`config.mk`:
```
export PLATFORM = sky130hd
export DESIGN_NAME = drive_element_status_formatter
export DESIGN_NICKNAME = d
export VERILOG_FILES = /design/src/rtl/drive_desc_pkg.sv /design/src/rtl/drive_element_status_formatter.sv /design/src/rtl/bus_flag_decode.sv /design/src/rtl/tag_id_store.sv
export VERILOG_INCLUDE_DIRS = /design/src /design/src/rtl
export SDC_FILE = /design/constraint.sdc
export NUM_CORES = 1
export LEC_CHECK = 0
export ABC_CLOCK_PERIOD_IN_PS = 4900
export BUFFER_PORTS_ARGS = -buffer_cell sky130_fd_sc_hd__buf_2
export CAP_MARGIN = 5
export CORE_MARGIN = 10
export CORE_UTILIZATION = 23
export DETAILED_ROUTE_END_ITERATION = 16
export GPL_TIMING_DRIVEN = 0
export MAX_ROUTING_LAYER = met4
export SKIP_LAST_GASP = 1
export SLEW_MARGIN = 20
export SYNTH_ARGS = -nofsm -noshare
export SYNTH_HDL_FRONTEND = slang
export SYNTH_SLANG_ARGS = --single-unit
```
`constraint.sdc`:
```
create_clock -name clock -period 4.9 [get_ports clock]
set_clock_uncertainty 0.2 [all_clocks]
set_input_delay 0.735 -clock clock [delete_from_list [all_inputs] [get_ports clock]]
set_output_delay 0.735 -clock clock [all_outputs]
set_load 0.02 [all_outputs]
```
`src/rtl/drive_desc_regs.svh`:
```
// Descriptor layout constants and register offsets.
// Assumes inclusion by bare name from rtl/ files.
`ifndef DRIVE_DESC_REGS_SVH
`define DRIVE_DESC_REGS_SVH

`define DESC_LEN_TAG 7'h34
`define DESC_LEN_NOTAG 7'h10
`define TAG_BASE 7'h0C
`define TAG_ID_LEN 6'h20
`define PAD_SPACE 8'h20
`define PAD_ZERO 8'h00

`define REG_CTRL 4'h0
`define REG_CFG 4'h1
`define REG_EADDR 4'h2
`define REG_SENSE 4'h3
`define REG_SRC 4'h4
`define REG_TAGLEN 4'h5
`define REG_STATUS 4'h6
`define REG_TAGWR 4'h7

`define CTRL_START 0
`define CTRL_UPDATE 1
`define CTRL_PVOL 2
`define CFG_POLICY 0
`define CFG_BUS_LO 1
`define CFG_PADZ 3
`define CFG_FITTED 4
`define CFG_ENABLED 5
`define CFG_LOADED 6
`define CFG_EJECTED 7
`define CFG_HOLDS 8
`define CFG_ID_LO 9
`define CFG_SVALID 13
`define CFG_FULL 14
`define CFG_EXCEPT 15

`endif

```
`src/rtl/drive_desc_pkg.sv`:
```
// Types shared by the descriptor formatter files.
// Assumes the _regs header carries the numbers.
`default_nettype none
package drive_desc_pkg;
    typedef enum logic [1:0] {
        BUS_INVALID = 2'h0,
        BUS_CHANGER = 2'h1,
        BUS_OTHER = 2'h2
    } bus_setting_t;
    typedef enum logic {
        POLICY_TAPE_OUT = 1'b0,
        policy_drive_fitted = 1'b1
    } access_policy_t;
    typedef struct packed {
        logic foreign_bus;
        logic bus_identity_present;
        logic unit_number_present;
        logic [3:0] bus_id;
    } bus_flags_t;
    typedef struct packed {
        logic valid;
        logic [7:0] data;
        logic last;
    } desc_byte_t;
    typedef enum logic [1:0] {
        ST_IDLE = 2'h0,
        ST_SEND = 2'h1,
        ST_DONE = 2'h3
    } emit_state_t;
endpackage
`default_nettype wire

```
`src/rtl/drive_element_status_formatter.sv`:
```
// Data transfer element descriptor framer with volume tag record.
// Assumes a same-clock register master and a byte sink that always accepts.
//
// Summary of operation
// - Address, sense, qualifier, tag at fixed bytes
// - Access flag refreshed on initialize or position
// - Tape-out policy: loaded tape unremovable until ejected
// - Tape-out policy: access when ejected or empty
// - Fitted policy: access when enabled drive installed
// - Bus identity present for CHANGER or OTHER
// - Unit number present for CHANGER or OTHER
// - Foreign bus flag only for OTHER
// - Logical unit number always zero
// - Configured bus ID always in byte 7
// - Tag: identifier, two zeros, sequence
// - Identifier left aligned, space padded
// - Pad option selects zero bytes
// - Undefined tag gives all-zero identifier
// - Sequence number is zero
// - No alternate tag records
// - Invert and source meaningful only when source valid
// - Tag cut to its first 4 identifier bytes when not requested: 16 bytes
`include "drive_desc_regs.svh"
`default_nettype none
module drive_element_status_formatter (
    // Clock and reset
    input wire logic clock,
    input wire logic sys_rst,
    // Register port
    input wire logic [3:0] reg_addr,
    input wire logic [15:0] reg_wdata,
    input wire logic reg_wr,
    input wire logic reg_rd,
    output logic [15:0] reg_rdata,
    // Descriptor byte stream
    output var drive_desc_pkg::desc_byte_t desc_out
);
    logic [2:0] ctrl_q;
    logic [15:0] cfg_q;
    logic [15:0] eaddr_q;
    logic [15:0] sense_q;
    logic [15:0] src_q;
    logic access_q;
    logic access_d;
    logic [15:0] rdata_q;
    logic [15:0] rdata_d;
    drive_desc_pkg::emit_state_t state_q;
    drive_desc_pkg::emit_state_t state_d;
    logic [6:0] idx_q;
    logic [6:0] idx_d;
    logic [6:0] len_q;
    logic [6:0] len_d;
    drive_desc_pkg::desc_byte_t out_q;
    drive_desc_pkg::desc_byte_t out_d;
    drive_desc_pkg::bus_flags_t flags;
    logic [7:0] tag_byte;
    logic [5:0] tag_used;
    logic [6:0] tag_off;
    logic access_now;
    logic wr_ctrl;

    function automatic logic hit(input logic [3:0] a, input logic [3:0] r);
        hit = (a == r);
    endfunction

    assign wr_ctrl = reg_wr && hit(reg_addr, `REG_CTRL);

    bus_flag_decode u_flags (
        .setting(drive_desc_pkg::bus_setting_t'(
            cfg_q[`CFG_BUS_LO +: 2])),
        .id_in(cfg_q[`CFG_ID_LO +: 4]),
        .flags(flags)
    );

    assign tag_off = idx_q - `TAG_BASE;
    tag_id_store #(
        .ID_LEN(32)
    ) u_tag (
        .clock(clock),
        .sys_rst(sys_rst),
        .clear(reg_wr && hit(reg_addr, `REG_TAGLEN)),
        .wr_en(reg_wr && hit(reg_addr, `REG_TAGWR)),
        .wr_byte(reg_wdata[7:0]),
        .rd_idx(tag_off[5:0]),
        .pad_zero(cfg_q[`CFG_PADZ]),
        .rd_byte(tag_byte),
        .used(tag_used)
    );

    // Access evaluation by the selected drive access policy
    always_comb begin
        if (cfg_q[`CFG_POLICY] == drive_desc_pkg::policy_drive_fitted) begin
            access_now = cfg_q[`CFG_FITTED] && cfg_q[`CFG_ENABLED];
        end else begin
            // A loaded, uneject tape cannot leave the drive
            access_now = !cfg_q[`CFG_HOLDS]
                || (cfg_q[`CFG_LOADED] ? cfg_q[`CFG_EJECTED]
                                        : 1'b1);
        end
    end

    // Access is latched only on initialize or position commands
    always_comb begin
        access_d = access_q;
        if (wr_ctrl && reg_wdata[`CTRL_UPDATE]) begin
            access_d = access_now;
        end
    end

    always_ff @(posedge clock) begin
        if (sys_rst) begin
            ctrl_q <= 3'h0;
            cfg_q <= 16'h0000;
            eaddr_q <= 16'h0000;
            sense_q <= 16'h0000;
            src_q <= 16'h0000;
            access_q <= 1'b0;
        end else begin
            access_q <= access_d;
            if (wr_ctrl) begin
                ctrl_q <= {reg_wdata[`CTRL_PVOL], 2'h0};
            end
            if (reg_wr && hit(reg_addr, `REG_CFG)) begin
                cfg_q <= reg_wdata;
            end
            if (reg_wr && hit(reg_addr, `REG_EADDR)) begin
                eaddr_q <= reg_wdata;
            end
            if (reg_wr && hit(reg_addr, `REG_SENSE)) begin
                sense_q <= reg_wdata;
            end
            if (reg_wr && hit(reg_addr, `REG_SRC)) begin
                src_q <= reg_wdata;
            end
        end
    end

    // Read data valid the cycle after the strobe only
    always_comb begin
        rdata_d = 16'h0000;
        if (reg_rd) begin
            if (hit(reg_addr, `REG_CTRL)) begin
                rdata_d = {13'h0000, ctrl_q};
            end else if (hit(reg_addr, `REG_CFG)) begin
                rdata_d = cfg_q;
            end else if (hit(reg_addr, `REG_EADDR)) begin
                rdata_d = eaddr_q;
            end else if (hit(reg_addr, `REG_SENSE)) begin
                rdata_d = sense_q;
            end else if (hit(reg_addr, `REG_SRC)) begin
                rdata_d = src_q;
            end else if (hit(reg_addr, `REG_TAGLEN)) begin
                rdata_d = {10'h000, tag_used};
            end else if (hit(reg_addr, `REG_STATUS)) begin
                rdata_d = {13'h0000, state_q != drive_desc_pkg::ST_IDLE,
                           access_q, access_now};
            end
        end
    end

    // Byte of the descriptor at a given index
    function automatic logic [7:0] desc_at(input logic [6:0] i);
        logic [7:0] b;
        b = 8'h00;
        case (i)
            7'h00: b = eaddr_q[15:8];
            7'h01: b = eaddr_q[7:0];
            7'h02: b = {4'h0, access_q, cfg_q[`CFG_EXCEPT], 1'b0,
                        cfg_q[`CFG_FULL]};
            7'h04: b = sense_q[15:8];
            7'h05: b = sense_q[7:0];
            // LUN bits stay zero
            7'h06: b = {flags.foreign_bus, 1'b0, flags.bus_identity_present,
                        flags.unit_number_present, 4'h0};
            7'h07: b = {4'h0, flags.bus_id};
            // Invert is always zero; source zeroed when not valid
            7'h09: b = {cfg_q[`CFG_SVALID], 7'h00};
            7'h0A: b = cfg_q[`CFG_SVALID] ? src_q[15:8] : 8'h00;
            7'h0B: b = cfg_q[`CFG_SVALID] ? src_q[7:0] : 8'h00;
            default: begin
                // Tag record at 12..47: id, then zero pair and sequence
                if (i >= `TAG_BASE && tag_off < 7'(`TAG_ID_LEN)) begin
                    b = tag_byte;
                end else begin
                    b = 8'h00;
                end
            end
        endcase
        return b;
    endfunction

    // Start latches the length; one byte per cycle, no stall
    always_comb begin
        state_d = state_q;
        idx_d = idx_q;
        len_d = len_q;
        out_d = '0;
        case (state_q)
            drive_desc_pkg::ST_IDLE: begin
                if (wr_ctrl && reg_wdata[`CTRL_START]) begin
                    len_d = reg_wdata[`CTRL_PVOL] ? `DESC_LEN_TAG
                                                   : `DESC_LEN_NOTAG;
                    idx_d = 7'h00;
                    state_d = drive_desc_pkg::ST_SEND;
                end
            end
            drive_desc_pkg::ST_SEND: begin
                out_d.valid = 1'b1;
                out_d.data = desc_at(idx_q);
                out_d.last = (idx_q == len_q - 7'h01);
                idx_d = idx_q + 7'h01;
                if (out_d.last) begin
                    state_d = drive_desc_pkg::ST_DONE;
                end
            end
            drive_desc_pkg::ST_DONE: begin
                state_d = drive_desc_pkg::ST_IDLE;
            end
            default: begin
                state_d = drive_desc_pkg::ST_IDLE;
            end
        endcase
    end

    always_ff @(posedge clock) begin
        if (sys_rst) begin
            state_q <= drive_desc_pkg::ST_IDLE;
            idx_q <= 7'h00;
            len_q <= 7'h00;
            out_q <= '0;
            rdata_q <= 16'h0000;
        end else begin
            state_q <= state_d;
            idx_q <= idx_d;
            len_q <= len_d;
            out_q <= out_d;
            rdata_q <= rdata_d;
        end
    end

    assign desc_out = out_q;
    assign reg_rdata = rdata_q;

    foreign_only_other_a: assert property (
        @(posedge clock) disable iff (sys_rst)
        out_q.valid && idx_q == 7'h07 |->
            out_q.data[7] == (cfg_q[`CFG_BUS_LO +: 2] == 2'h2))
        else $error("foreign bus flag wrong");
    identity_flag_a: assert property (
        @(posedge clock) disable iff (sys_rst)
        out_q.valid && idx_q == 7'h07 |->
            out_q.data[5] == (cfg_q[`CFG_BUS_LO +: 2] inside {2'h1, 2'h2}))
        else $error("identity flag wrong");
    unit_flag_a: assert property (
        @(posedge clock) disable iff (sys_rst)
        out_q.valid && idx_q == 7'h07 |-> out_q.data[4] == out_q.data[5])
        else $error("unit flag wrong");
    lun_zero_a: assert property (
        @(posedge clock) disable iff (sys_rst)
        out_q.valid && idx_q == 7'h07 |-> out_q.data[2:0] == 3'h0)
        else $error("lun not zero");
    // Byte k is registered k+1 edges after the start edge and sampled
    // one edge later, so the final byte shows at start plus length plus 1
    short_frame_a: assert property (
        @(posedge clock) disable iff (sys_rst)
        wr_ctrl && reg_wdata[`CTRL_START] && !reg_wdata[`CTRL_PVOL]
            && state_q == drive_desc_pkg::ST_IDLE
        |-> ##17 out_q.last)
        else $error("short descriptor length wrong");
    long_frame_a: assert property (
        @(posedge clock) disable iff (sys_rst)
        wr_ctrl && reg_wdata[`CTRL_START] && reg_wdata[`CTRL_PVOL]
            && state_q == drive_desc_pkg::ST_IDLE
        |-> ##53 out_q.last)
        else $error("long descriptor length wrong");
    access_update_a: assert property (
        @(posedge clock) disable iff (sys_rst)
        wr_ctrl && reg_wdata[`CTRL_UPDATE]
        |=> access_q == $past(access_now))
        else $error("access not refreshed");
    access_hold_a: assert property (
        @(posedge clock) disable iff (sys_rst)
        !(wr_ctrl && reg_wdata[`CTRL_UPDATE]) |=> $stable(access_q))
        else $error("access changed without command");
    reserved_zero_a: assert property (
        @(posedge clock) disable iff (sys_rst)
        out_q.valid && (idx_q == 7'h04 || idx_q == 7'h09 || idx_q > 7'h30)
        |-> out_q.data == 8'h00)
        else $error("reserved byte not zero");
    source_gate_a: assert property (
        @(posedge clock) disable iff (sys_rst)
        out_q.valid && !cfg_q[`CFG_SVALID] && idx_q inside {7'h0B, 7'h0C}
        |-> out_q.data == 8'h00)
        else $error("source shown while invalid");
endmodule
`default_nettype wire

```
`src/rtl/bus_flag_decode.sv`:
```
// Turns the per-drive bus setting into the byte 6 flags.
// Assumes setting and id are static register values.
`default_nettype none
module bus_flag_decode (
    // Configuration
    input wire drive_desc_pkg::bus_setting_t setting,
    input wire logic [3:0] id_in,
    // Flags
    output var drive_desc_pkg::bus_flags_t flags
);
    always_comb begin
        flags.foreign_bus = (setting == drive_desc_pkg::BUS_OTHER);
        flags.bus_identity_present = (setting == drive_desc_pkg::BUS_CHANGER)
            || (setting == drive_desc_pkg::BUS_OTHER);
        flags.unit_number_present = flags.bus_identity_present;
        flags.bus_id = id_in;
    end
endmodule
`default_nettype wire

```
`src/rtl/tag_id_store.sv`:
```
// Holds the volume identifier bytes and serves one padded byte by index.
// Assumes writes append bytes in order from position 0.
`include "drive_desc_regs.svh"
`default_nettype none
module tag_id_store #(
    parameter int ID_LEN = 32
) (
    // Clock and reset
    input wire logic clock,
    input wire logic sys_rst,
    // Fill
    input wire logic clear,
    input wire logic wr_en,
    input wire logic [7:0] wr_byte,
    // Lookup
    input wire logic [5:0] rd_idx,
    input wire logic pad_zero,
    output logic [7:0] rd_byte,
    output logic [5:0] used
);
    logic [7:0] mem_q [ID_LEN];
    logic [5:0] used_q;
    logic [5:0] used_d;

    always_comb begin
        used_d = used_q;
        if (clear) begin
            used_d = 6'h00;
        end else if (wr_en && used_q < 6'(ID_LEN)) begin
            used_d = used_q + 6'h01;
        end
    end

    always_ff @(posedge clock) begin
        if (sys_rst) begin
            used_q <= 6'h00;
        end else begin
            used_q <= used_d;
        end
        if (wr_en && !clear && used_q < 6'(ID_LEN)) begin
            mem_q[used_q[4:0]] <= wr_byte;
        end
    end

    // Undefined tag (length 0) is all zero; else pad after used bytes
    always_comb begin
        if (used_q == 6'h00) begin
            rd_byte = 8'h00;
        end else if (rd_idx < used_q) begin
            rd_byte = mem_q[rd_idx[4:0]];
        end else if (pad_zero) begin
            rd_byte = `PAD_ZERO;
        end else begin
            rd_byte = `PAD_SPACE;
        end
    end
    assign used = used_q;
endmodule
`default_nettype wire

```
==> results of run 1 <==
==> Yosys cell counts, drive strengths merged, types with 2 or more instances <==
cell	instances	area, um2
a2111oi	3	45.1
a211oi	8	60.1
a21o	2	15.0
a21oi	103	515
a221o	4	40.0
a221oi	2	17.5
a22o	14	123
a22oi	28	210
a32oi	5	43.8
and2	5	31.3
and3	9	61.3
buf	21	124
clkbuf	47	176
dfxtp	109	2180
edfxtp	256	7690
ha	20	250
inv	18	67.6
mux2i	28	280
mux4	65	1460
nand2	177	667
nand2b	7	43.8
nand3	17	85.1
nand4	4	25.0
nor2	69	259
nor2b	4	25.0
nor3	10	60.1
o211ai	4	30.0
o21ai	11	55.1
o221ai	9	78.8
o22ai	14	87.6
o31a	2	17.5
or2	3	18.8
or3	5	36.3
xnor2	7	61.3
xor2	3	26.3
==> cell families after synthesis <==
| kind of cell | after synthesis | share of synthesized area [%] |
|---|---|---|
| compound gates | 216 | 9.30 |
| xor+xnor | 10 | 0.582 |
| fa+ha+maj | 20 | 1.66 |
| buf+inv | 86 | 2.44 |
| flops | 365 | 65.6 |
| mux | 93 | 11.6 |
| simple gates | 312 | 8.84 |
==> flip-flops by register name, summed over array words and instances, names as in the netlist <==
register	count
u_tag.mem_q	256
cfg_q	16
eaddr_q	16
reg_rdata	16
sense_q	16
src_q	16
desc_out	10
idx_q	7
u_tag.used	6
len_q	2
state_q	2
access_q	1
ctrl_q	1
==> critical path: stages (launching register included) <==
cell and delay (ns):
dfxtp_1 0.49, clkbuf_2 0.39, buf_2 0.38, inv_1 0.31, ha_1 0.43, clkbuf_1 0.27, inv_1 0.34, clkbuf_1 0.55
mux4_2 0.41, mux2i_1 0.38, o22ai_1 0.21
==> path summary, 6_finish.rpt <==
| kind | to | startpoint | cells past startpoint | slack (ns) |
|---|---|---|---|---|
| hold / removal | src_q[8]$_SDFFE_PP0P_ | reg_wdata[8] | 3 | 0.25 |
| setup reg to reg | desc_out[5]$_SDFF_PP0_ | idx_q[2]$_SDFFE_PP0P_ | 10 | 0.40 |
| hold reg to reg | eaddr_q[11]$_SDFFE_PP0P_ | eaddr_q[11]$_SDFFE_PP0P_ | 2 | 0.27 |
| setup / recovery | desc_out[5]$_SDFF_PP0_ | idx_q[2]$_SDFFE_PP0P_ | 10 | 0.40 |
==> per-stage QoR <==
stage	instances	hold WS [ns]	setup WS, ns	cell area, um2
after floorplan	1102	0.244	1.83	15000
after global placement	2002	0.260	0.248	16300
after detailed placement	2002	0.266	0.225	16300
after CTS	2068	0.230	0.213	17500
after global routing	2069	0.249	0.276	17500
final	2069	0.248	0.397	17500
==> layout make-up <==
cell class	count	area (um2)	share of cell area, %
flip-flops and latches	365	9870	56.2
multi-input cells	651	4820	27.5
plain buffers	68	302	1.72
clock inverters	18	188	1.07
well taps	855	1070	6.10
repair buffers	45	225	1.28
inverters	18	67.6	0.385
diodes	1	2.50	0.0143
clock buffers	48	1010	5.74
==> where the power goes <==
| part | internal [mW] | switching, mW | total (mW) |
|---|---|---|---|
| clock | 1.62 | 1.21 | 2.83 |
| combinational | 0.0357 | 0.122 | 0.158 |
| sequential | 3.30 | 0.00777 | 3.31 |
==> layer usage <==
metal	track usage (%)	share of wire, %
met5	-	0
met4	3.22	2.3
met1	15.7	44
met3	1.67	6.7
met2	18.0	47
==> impl_metrics.csv, run 1 <==
group,metric,value,unit
power,power,6.30,mW
layout,n_fill_cell,6575,
sta,finalHoldViolCount,0,
synthesis,async_reset_ff_share,0,%
clocking,cts_tree,"done",
routing,drcViolationCount,0,
synthesis,yosysSeqAreaShare,65.6,%
critical_path,cp-start-kind,"flop",
sta,min_period_over_period,91.9,%
global_routing,grt_max_degree,39,
critical_path,cp-end-kind,"flop",
global_routing,grt_overflow_total,0,
routing,ant_nets,0,
clocking,clock-sinks,365,
hold_path,hp-class,"primary input to flop",
synthesis,netlist_area,15000,um2
placement,place.gp.congestion,0.911,
flow_run,maxCapViolCount,0,
routing,vias_per_cell,4.83,
critical_path,critical_path_peak_fanout,10,
clocking,cts-resized-gates,0,
critical_path,worst-setup-path-type,"flop to flop",
routing,vias,9999,
routing,wl,43900,um
placement,io_buffers,45,
sta,maxSlewViolCount,0,
sta,clock.fmax,222,MHz
synthesis,synth_nets,1146,
routing,wl_per_cell,21.2,um
layout,final_cell_mix,"edfxtp_1 (256), nand2_1 (176), dfxtp_1 (109)",
synthesis,synth-seq-cells,365,
routing,drt-pass1-iter-count,5,
synthesis,synth_warnings,0,
clocking,cts_buffers,37,
clocking,cts.path.max_buffers,3,
synthesis,synth_ff_type,"edfxtp_1",
layout,drive_gt1_share,16.3,%
global_routing,grt_pass1_vias,9753,
critical_path,cp.required,5.10,ns
sta,maxSlewHeadroom,35.9,%
power,power_leakage,5.40,nW
clocking,clk_pin_slew_worst_paths,0.06,ns
layout,layout_commonest_cell,"edfxtp_1",
sta,setup-tns-final,0,ns
layout,fin_util,27.2,%
global_routing,grt_usage,11.6,%
floorplanning,die-area,76100,um2
power,irDropWorstVdd,248,uV
sta,setup_viol,0,
global_routing,antenna_found_initial,1,
placement,post-dp-hpwl,30200,um
critical_path,arrival,4.71,ns
global_routing,grt_pass1_wl,64600,um
floorplanning,io_pins,50,
synthesis,synth_edf_count,256,
floorplanning,core_area,64600,um2
floorplanning,die_w,276,um
power,p_per_area,359,nW/um2
layout,synthToLayoutAreaGrowth,16.6,%
floorplanning,row_count,93,
clocking,holdBufCountCts,0,
sta,final.min_clock_period,4.50,ns
synthesis,yosysUniqueCellTypes,52,
sta,worst_pin_slew,0.958,ns
clocking,h-tree-depth,2,
floorplanning,die_y,276,um
layout,nets,1230,
sta,rsz0062_at_grt,"false",
clocking,clk-insertion-delay-late,0.56,ns
status,status,"finished, final reports clean",
synthesis,synth_area_per_cell,13.7,um2
synthesis,synthCells,1102,
routing,dr.first_iter.drc_count,1220,
floorplanning,start_util,23.3,%
clocking,postCtsSetupBuffers,0,
clocking,clockRootBuffer,"clkbuf_16",
No activity file was read; power rests on OpenSTA's default activity.
==> inputs of run 2 (changes only) <==
Settings changed: ABC_AREA set to 1, BUFFER_PORTS_ARGS -buffer_cell sky130_fd_sc_hd__buf_2 to -buffer_cell sky130_fd_sc_hd__clkbuf_2, SKIP_CTS_REPAIR_TIMING set to 1.
==> run 2 against run 1 <==
Compared with the run above: sequential cell count unchanged; utilization down 0.058 points; sequential power about the same; critical path depth up 2; via count is 24% higher; power rose by 3.0%; critical path type unchanged; clock power rose by 6%; first-iteration DRC count is 8.2% higher; non-clock buffer count increased by 16; worst setup slack improved by 0.22 ns; sequential share of layout area down 1.9 points.
==> impl_metrics.csv, run 2 <==
group,metric,value,unit
global_routing,grt_overflow_total,0,
clocking,cts_buffers,39,
sta,maxSlewHeadroom,32.1,%
layout,final_cell_mix,"nand2_1 (375), nand3_1 (260), edfxtp_1 (256)",
critical_path,path_delay_family,"buffers and inverters",
routing,dr.first_iter.drc_count,1320,
placement,post-dp-hpwl,35600,um
routing,wl_met1,21400,um
synthesis,yosys.cell_count.top_type,"nand2_1",
synthesis,synth-seq-cells,365,
sta,final.min_clock_period,4.28,ns
sta,setup-tns-final,0,ns
routing,wl_met3,4200,um
critical_path,reg2regPathDepth,12,
critical_path,critical_path.max_stage_delay,0.56,ns
synthesis,synthCells,1586,
layout,layout_commonest_cell,"nand2_1",
global_routing,grt_pass1_vias,12100,
global_routing,antenna_found_initial,1,
clocking,clock-sinks,365,
critical_path,cp.required,5.11,ns
routing,drcViolationCount,0,
routing,wl_per_cell,20.1,um
critical_path,worst-r2r-setup-slack,0.62,ns
critical_path,cp-start-kind,"flop",
routing,dr_wl_met2,24700,um
synthesis,synth_area_per_cell,9.80,um2
placement,place_ws,0.680,ns
critical_path,critical_path_peak_fanout,12,
routing,vias,12400,
floorplanning,start_util,23.2,%
synthesis,synth_ff_type,"edfxtp_1",
sta,clock.fmax,234,MHz
global_routing,grt_max_degree,39,
power,p_per_area,357,nW/um2
critical_path,cp-end-kind,"flop",
critical_path,cp_common_cell,"clkbuf_1",
floorplanning,io_pins,50,
power,irDropWorstVdd,293,uV
routing,vias_per_cell,4.79,
layout,n_fill_cell,7073,
critical_path,arrival,4.49,ns
routing,ant_nets,0,
critical_path,cp_slowest_cell,"clkbuf_1",
flow_run,maxCapViolCount,0,
routing,wl,51800,um
sta,finalHoldViolCount,0,
sta,hold_ws,0.273,ns
hold_path,hold_path_depth,2,
synthesis,yosysUniqueCellTypes,39,
clocking,clk_pin_slew_worst_paths,0.06,ns
sta,worst_pin_slew,1.02,ns
sta,maxSlewViolCount,0,
clocking,h-tree-depth,2,
floorplanning,die-area,78400,um2
placement,place.gp.congestion,0.933,
synthesis,synth_nets,1630,
sta,finalWorstSetupSlack,0.618,ns
critical_path,r2r-start,"idx_q[2]$_SDFFE_PP0P_",
clocking,cts.path.max_buffers,3,
synthesis,synth_common_cells,"nand2_1 (375), nand3_1 (260), edfxtp_1 (256)",
power,power_leakage,6.25,nW
hold_path,hp-class,"flop to flop",
synthesis,synth_warnings,0,
global_routing,grt_usage,13.2,%
floorplanning,core_area,67000,um2
synthesis,yosysSeqAreaShare,63.5,%
clocking,clockRootBuffer,"clkbuf_16",
critical_path,cp_num_buf_inv,6,
layout,nets,1721,
global_routing,grt_pass1_wl,76700,um
hold_path,worstHoldStart,"eaddr_q[7]$_SDFFE_PP0P_",
sta,rsz0062_at_grt,"false",
synthesis,yosys-top-cells-area,"edfxtp_1 (49%), dfxtp_1 (14%), nand2_1 (9.1%)",
clocking,cts_tree,"done",
clocking,clk-insertion-delay-late,0.55,ns
synthesis,synth_top_area_cell,"edfxtp_1",
critical_path,worstReg2RegEnd,"desc_out[4]$_SDFF_PP0_",
hold_path,hold_end,"eaddr_q[7]$_SDFFE_PP0P_",
synthesis,synth_top_area_share,49.5,%
critical_path,worst-setup-path-type,"flop to flop",
floorplanning,row_count,95,
layout,drive_gt1_share,9.55,%
layout,synthToLayoutAreaGrowth,17.0,%
sta,min_period_over_period,87.4,%
synthesis,async_reset_ff_share,0,%
sta,setup_viol,0,
floorplanning,die_w,280,um
placement,io_buffers,49,
synthesis,synth_edf_count,256,
layout,largest_reg_flops,256,
synthesis,netlist_area,15500,um2
routing,top_layer_used,"met4",
critical_path,crit_path_cell_trace,"buf_2 > clkinv_1 > clkbuf_1 > ha_1 > clkbuf_1 > inv_1 > clkbuf_1 > nand3_1 > nand3_1 > nand2_1 > nand2_1 > a21oi_1",
floorplanning,die_y,280,um
status,status,"finished, final reports clean",
routing,drt-pass1-iter-count,5,
[run 2: cell count changes after synthesis, moves of 13 or more]
cell,change
nor2_1,+53
o21ai_0,+76
nand3_1,+243
buf_2,+14
mux4_2,-65
clkbuf_1,-13
nand2_1,+199
inv_1,+74
buf_1,+14
a22oi_1,-28
a22o_1,-14
mux2i_1,-28
[run 2: stage by stage]
stage	cell area (um2)	instances	total power, mW	util [%]
CTS	18200	2579	6.51	27.1
detailed placement	16900	2509	3.56	25.2
finish	18200	2580	6.48	27.1
global placement	16900	2508	3.56	25.2
floorplan	15500	1586	3.46	-
global route	18200	2580	6.64	27.1
[run 2: kinds of logic after synthesis]
logic type,Yosys count,synth area share (%)
XOR/XNOR,2,0.113
AO/OA/AOI/OAI,223,7.66
adder cells (fa/ha/maj),20,1.61
AND/OR/NAND/NOR,798,22.5
flip-flops,365,63.5
buffers and inverters,178,4.62
[run 2: cell type report]
type / instances / area (um2) / area share, %
flip-flops and latches: 365 / 9870 / 54.3
multi-input cells: 1043 / 4970 / 27.3
well taps: 873 / 1090 / 6.01
clock buffers: 51 / 1060 / 5.81
inverters: 99 / 377 / 2.07
plain buffers: 79 / 342 / 1.88
repair buffers: 50 / 253 / 1.39
clock inverters: 19 / 221 / 1.22
diodes: 1 / 2.50 / 0.0138
[run 2: worst max path at each step]
stage	endpoint	cells after the start	slack [ns]	from
5_1_grt	desc_out[8]$_SDFF_PP0_	11	0.53	idx_q[2]$_SDFFE_PP0P_
3_3_place_gp	desc_out[8]$_SDFF_PP0_	11	0.65	idx_q[2]$_SDFFE_PP0P_
2_1_floorplan	u_tag.mem_q[23][0]$_DFFE_PP_	8	2.09	reg_addr[2]
6_report	desc_out[4]$_SDFF_PP0_	12	0.62	idx_q[2]$_SDFFE_PP0P_
3_5_place_dp	desc_out[8]$_SDFF_PP0_	11	0.68	idx_q[2]$_SDFFE_PP0P_
4_1_cts	desc_out[8]$_SDFF_PP0_	11	0.65	idx_q[2]$_SDFFE_PP0P_
[run 2: worst reg2reg max path, delay by kind of cell (launching register included)]
| family | cells | cell delay, ns |
|---|---|---|
| compound gates | 1 | 0.10 |
| fa+ha+maj | 1 | 0.53 |
| buf+inv | 6 | 2.33 |
| flops | 1 | 0.36 |
| simple gates | 4 | 0.62 |
[run 2: power breakdown]
part	internal [mW]	switching, mW	total, mW
clock	1.74	1.24	2.99
combinational	0.0358	0.145	0.181
sequential	3.31	0.00843	3.32
total	5.09	1.40	6.48
[run 2: routing by layer]
layer  up-vias  track usage, %
li1       5661               -
met1      6009            16.2
met2       586            21.7
met3        97            2.21
met4         0            4.59
met5         -               -
==> inputs of run 3 (changes only) <==
Settings changed: ABC_AREA 1 to 0.
==> run 3 against run 2 <==
Compared with the run above: utilization rose by 0.12 points; sequential share of layout area rose by 1.8 points; clock power fell by 4%; register-to-register slack got worse by 0.26 ns; critical path type unchanged.
==> impl_metrics.csv, run 3 (synthesis results as in run 1) <==
group,metric,value,unit
status,status,"finished, final reports clean",
clocking,clock-sinks,365,
critical_path,critical_path.max_stage_delay,0.53,ns
clocking,cts.path.max_buffers,3,
clocking,clk_pin_slew_worst_paths,0.07,ns
sta,setup_viol,0,
power,power,6.34,mW
sta,min_period_over_period,92.7,%
routing,vias_per_cell,4.82,
critical_path,path_delay_family,"buffers and inverters",
critical_path,worst-setup-path-type,"flop to flop",
clocking,cts_tree,"done",
layout,layout_commonest_cell,"edfxtp_1",
global_routing,grt_usage,11.6,%
critical_path,cp-start-kind,"flop",
sta,final.min_clock_period,4.54,ns
floorplanning,die-area,76100,um2
placement,place.gp.congestion,0.925,
critical_path,critical_path_peak_fanout,10,
clocking,cts_buffers,39,
routing,wl,43500,um
sta,setup-tns-final,0,ns
layout,final_cell_mix,"edfxtp_1 (256), nand2_1 (176), dfxtp_1 (109)",
floorplanning,core_area,64600,um2
global_routing,grt_pass1_wl,64800,um
layout,largest_reg_flops,256,
critical_path,r2r-start,"idx_q[1]$_SDFFE_PP0P_",
clocking,clockRootBuffer,"clkbuf_16",
floorplanning,start_util,23.3,%
global_routing,antenna_found_initial,2,
routing,wl_per_cell,21.0,um
critical_path,cp-end-kind,"flop",
placement,post-dp-hpwl,30000,um
global_routing,grt_max_degree,39,
power,p_per_area,361,nW/um2
layout,fin_util,27.2,%
critical_path,cp.required,5.07,ns
clocking,clk-insertion-delay-late,0.54,ns
clocking,h-tree-depth,2,
sta,hold_ws,0.266,ns
critical_path,worstReg2RegEnd,"desc_out[3]$_SDFF_PP0_",
routing,vias,9995,
critical_path,arrival,4.71,ns
floorplanning,die_y,276,um
layout,synthToLayoutAreaGrowth,16.9,%
global_routing,grt_overflow_total,0,
sta,maxSlewHeadroom,26.8,%
critical_path,cp_num_buf_inv,5,
routing,drt-pass1-iter-count,6,
critical_path,worst-r2r-setup-slack,0.36,ns
placement,io_buffers,45,
routing,drcViolationCount,0,
critical_path,crit_path_cell_trace,"buf_2 > buf_2 > buf_2 > inv_1 > ha_1 > and3_4 > buf_6 > or3_4 > a2111oi_4 > nand2_2 > o22ai_1",
sta,finalHoldViolCount,0,
layout,design_area,17600,um2
sta,rsz0062_at_grt,"false",
floorplanning,io_pins,50,
sta,maxSlewViolCount,0,
routing,dr.first_iter.drc_count,1203,
sta,worst_pin_slew,1.10,ns
power,power_leakage,5.39,nW
hold_path,worstHoldStart,"reg_wdata[10]",
critical_path,cp_common_cell,"buf_2",
hold_path,hp-class,"primary input to flop",
flow_run,maxCapViolCount,0,
critical_path,reg2regPathDepth,11,
floorplanning,die_w,276,um
critical_path,cp_slowest_cell,"dfxtp_1",
layout,nets,1232,
hold_path,hold_path_depth,3,
sta,clock.fmax,220,MHz
routing,ant_nets,0,
power,irDropWorstVdd,269,uV
layout,drive_gt1_share,16.2,%
global_routing,grt_pass1_vias,9891,
placement,dpl_cell_area,16300,um2
floorplanning,row_count,93,
hold_path,hold_end,"src_q[10]$_SDFFE_PP0P_",
-- run 3: metal layers --
layer,wire length (um),GRT usage [%],up-vias,share of wire (%)
met2,19800,17.7,502,46
met5,0,-,-,0
met3,3140,2.06,90,7.2
li1,-,-,4351,-
met4,1420,3.83,0,3.3
met1,19100,15.3,5052,44
-- run 3: layout make-up --
cell class	count	area, um2
Buffer	68	302
Multi-Input combinational cell	651	4810
Timing Repair Buffer	45	225
Tap cell	855	1070
Clock inverter	18	159
Inverter	18	67.6
Fill cell	6595	47000
Clock buffer	52	1090
Antenna cell	1	2.50
Sequential cell	365	9870
-- run 3: worst register-to-register path: cells and delay by family (launching register included) --
kind / cells / cell delay [ns]
buffers and inverters: 5 / 1.69
and+or+nand+nor: 3 / 0.81
AOI/OAI and AO/OA: 2 / 0.81
DFF: 1 / 0.53
adders and majority gates: 1 / 0.36
-- run 3: how the worst max path moves through the flow --
| stage | start | to | depth (start not counted) |
|---|---|---|---|
| 2_1_floorplan | idx_q[1]$_SDFFE_PP0P_ | desc_out[6]$_SDFF_PP0_ | 11 |
| 3_3_place_gp | idx_q[2]$_SDFFE_PP0P_ | desc_out[5]$_SDFF_PP0_ | 10 |
| 3_5_place_dp | idx_q[2]$_SDFFE_PP0P_ | desc_out[5]$_SDFF_PP0_ | 10 |
| 4_1_cts | idx_q[2]$_SDFFE_PP0P_ | desc_out[5]$_SDFF_PP0_ | 10 |
| 5_1_grt | idx_q[1]$_SDFFE_PP0P_ | desc_out[8]$_SDFF_PP0_ | 11 |
| 6_report | idx_q[1]$_SDFFE_PP0P_ | desc_out[3]$_SDFF_PP0_ | 11 |
-- run 3: metrics by stage --
| step | instances | setup slack (ns) |
|---|---|---|
| 3_5_place_dp | 2002 | 0.217 |
| 4_1_cts | 2072 | 0.194 |
| 6_report | 2073 | 0.359 |
| 3_3_place_gp | 2002 | 0.263 |
| 2_1_floorplan | 1102 | 1.83 |
| 5_1_grt | 2073 | 0.185 |
-- run 3: report_power, final --
| group | switching [mW] | internal [mW] | leakage (nW) |
|---|---|---|---|
| clock network | 1.20 | 1.67 | 0.603 |
| logic | 0.121 | 0.0355 | 1.61 |
| registers | 0.00789 | 3.31 | 3.18 |
| total | 1.33 | 5.01 | 5.39 |
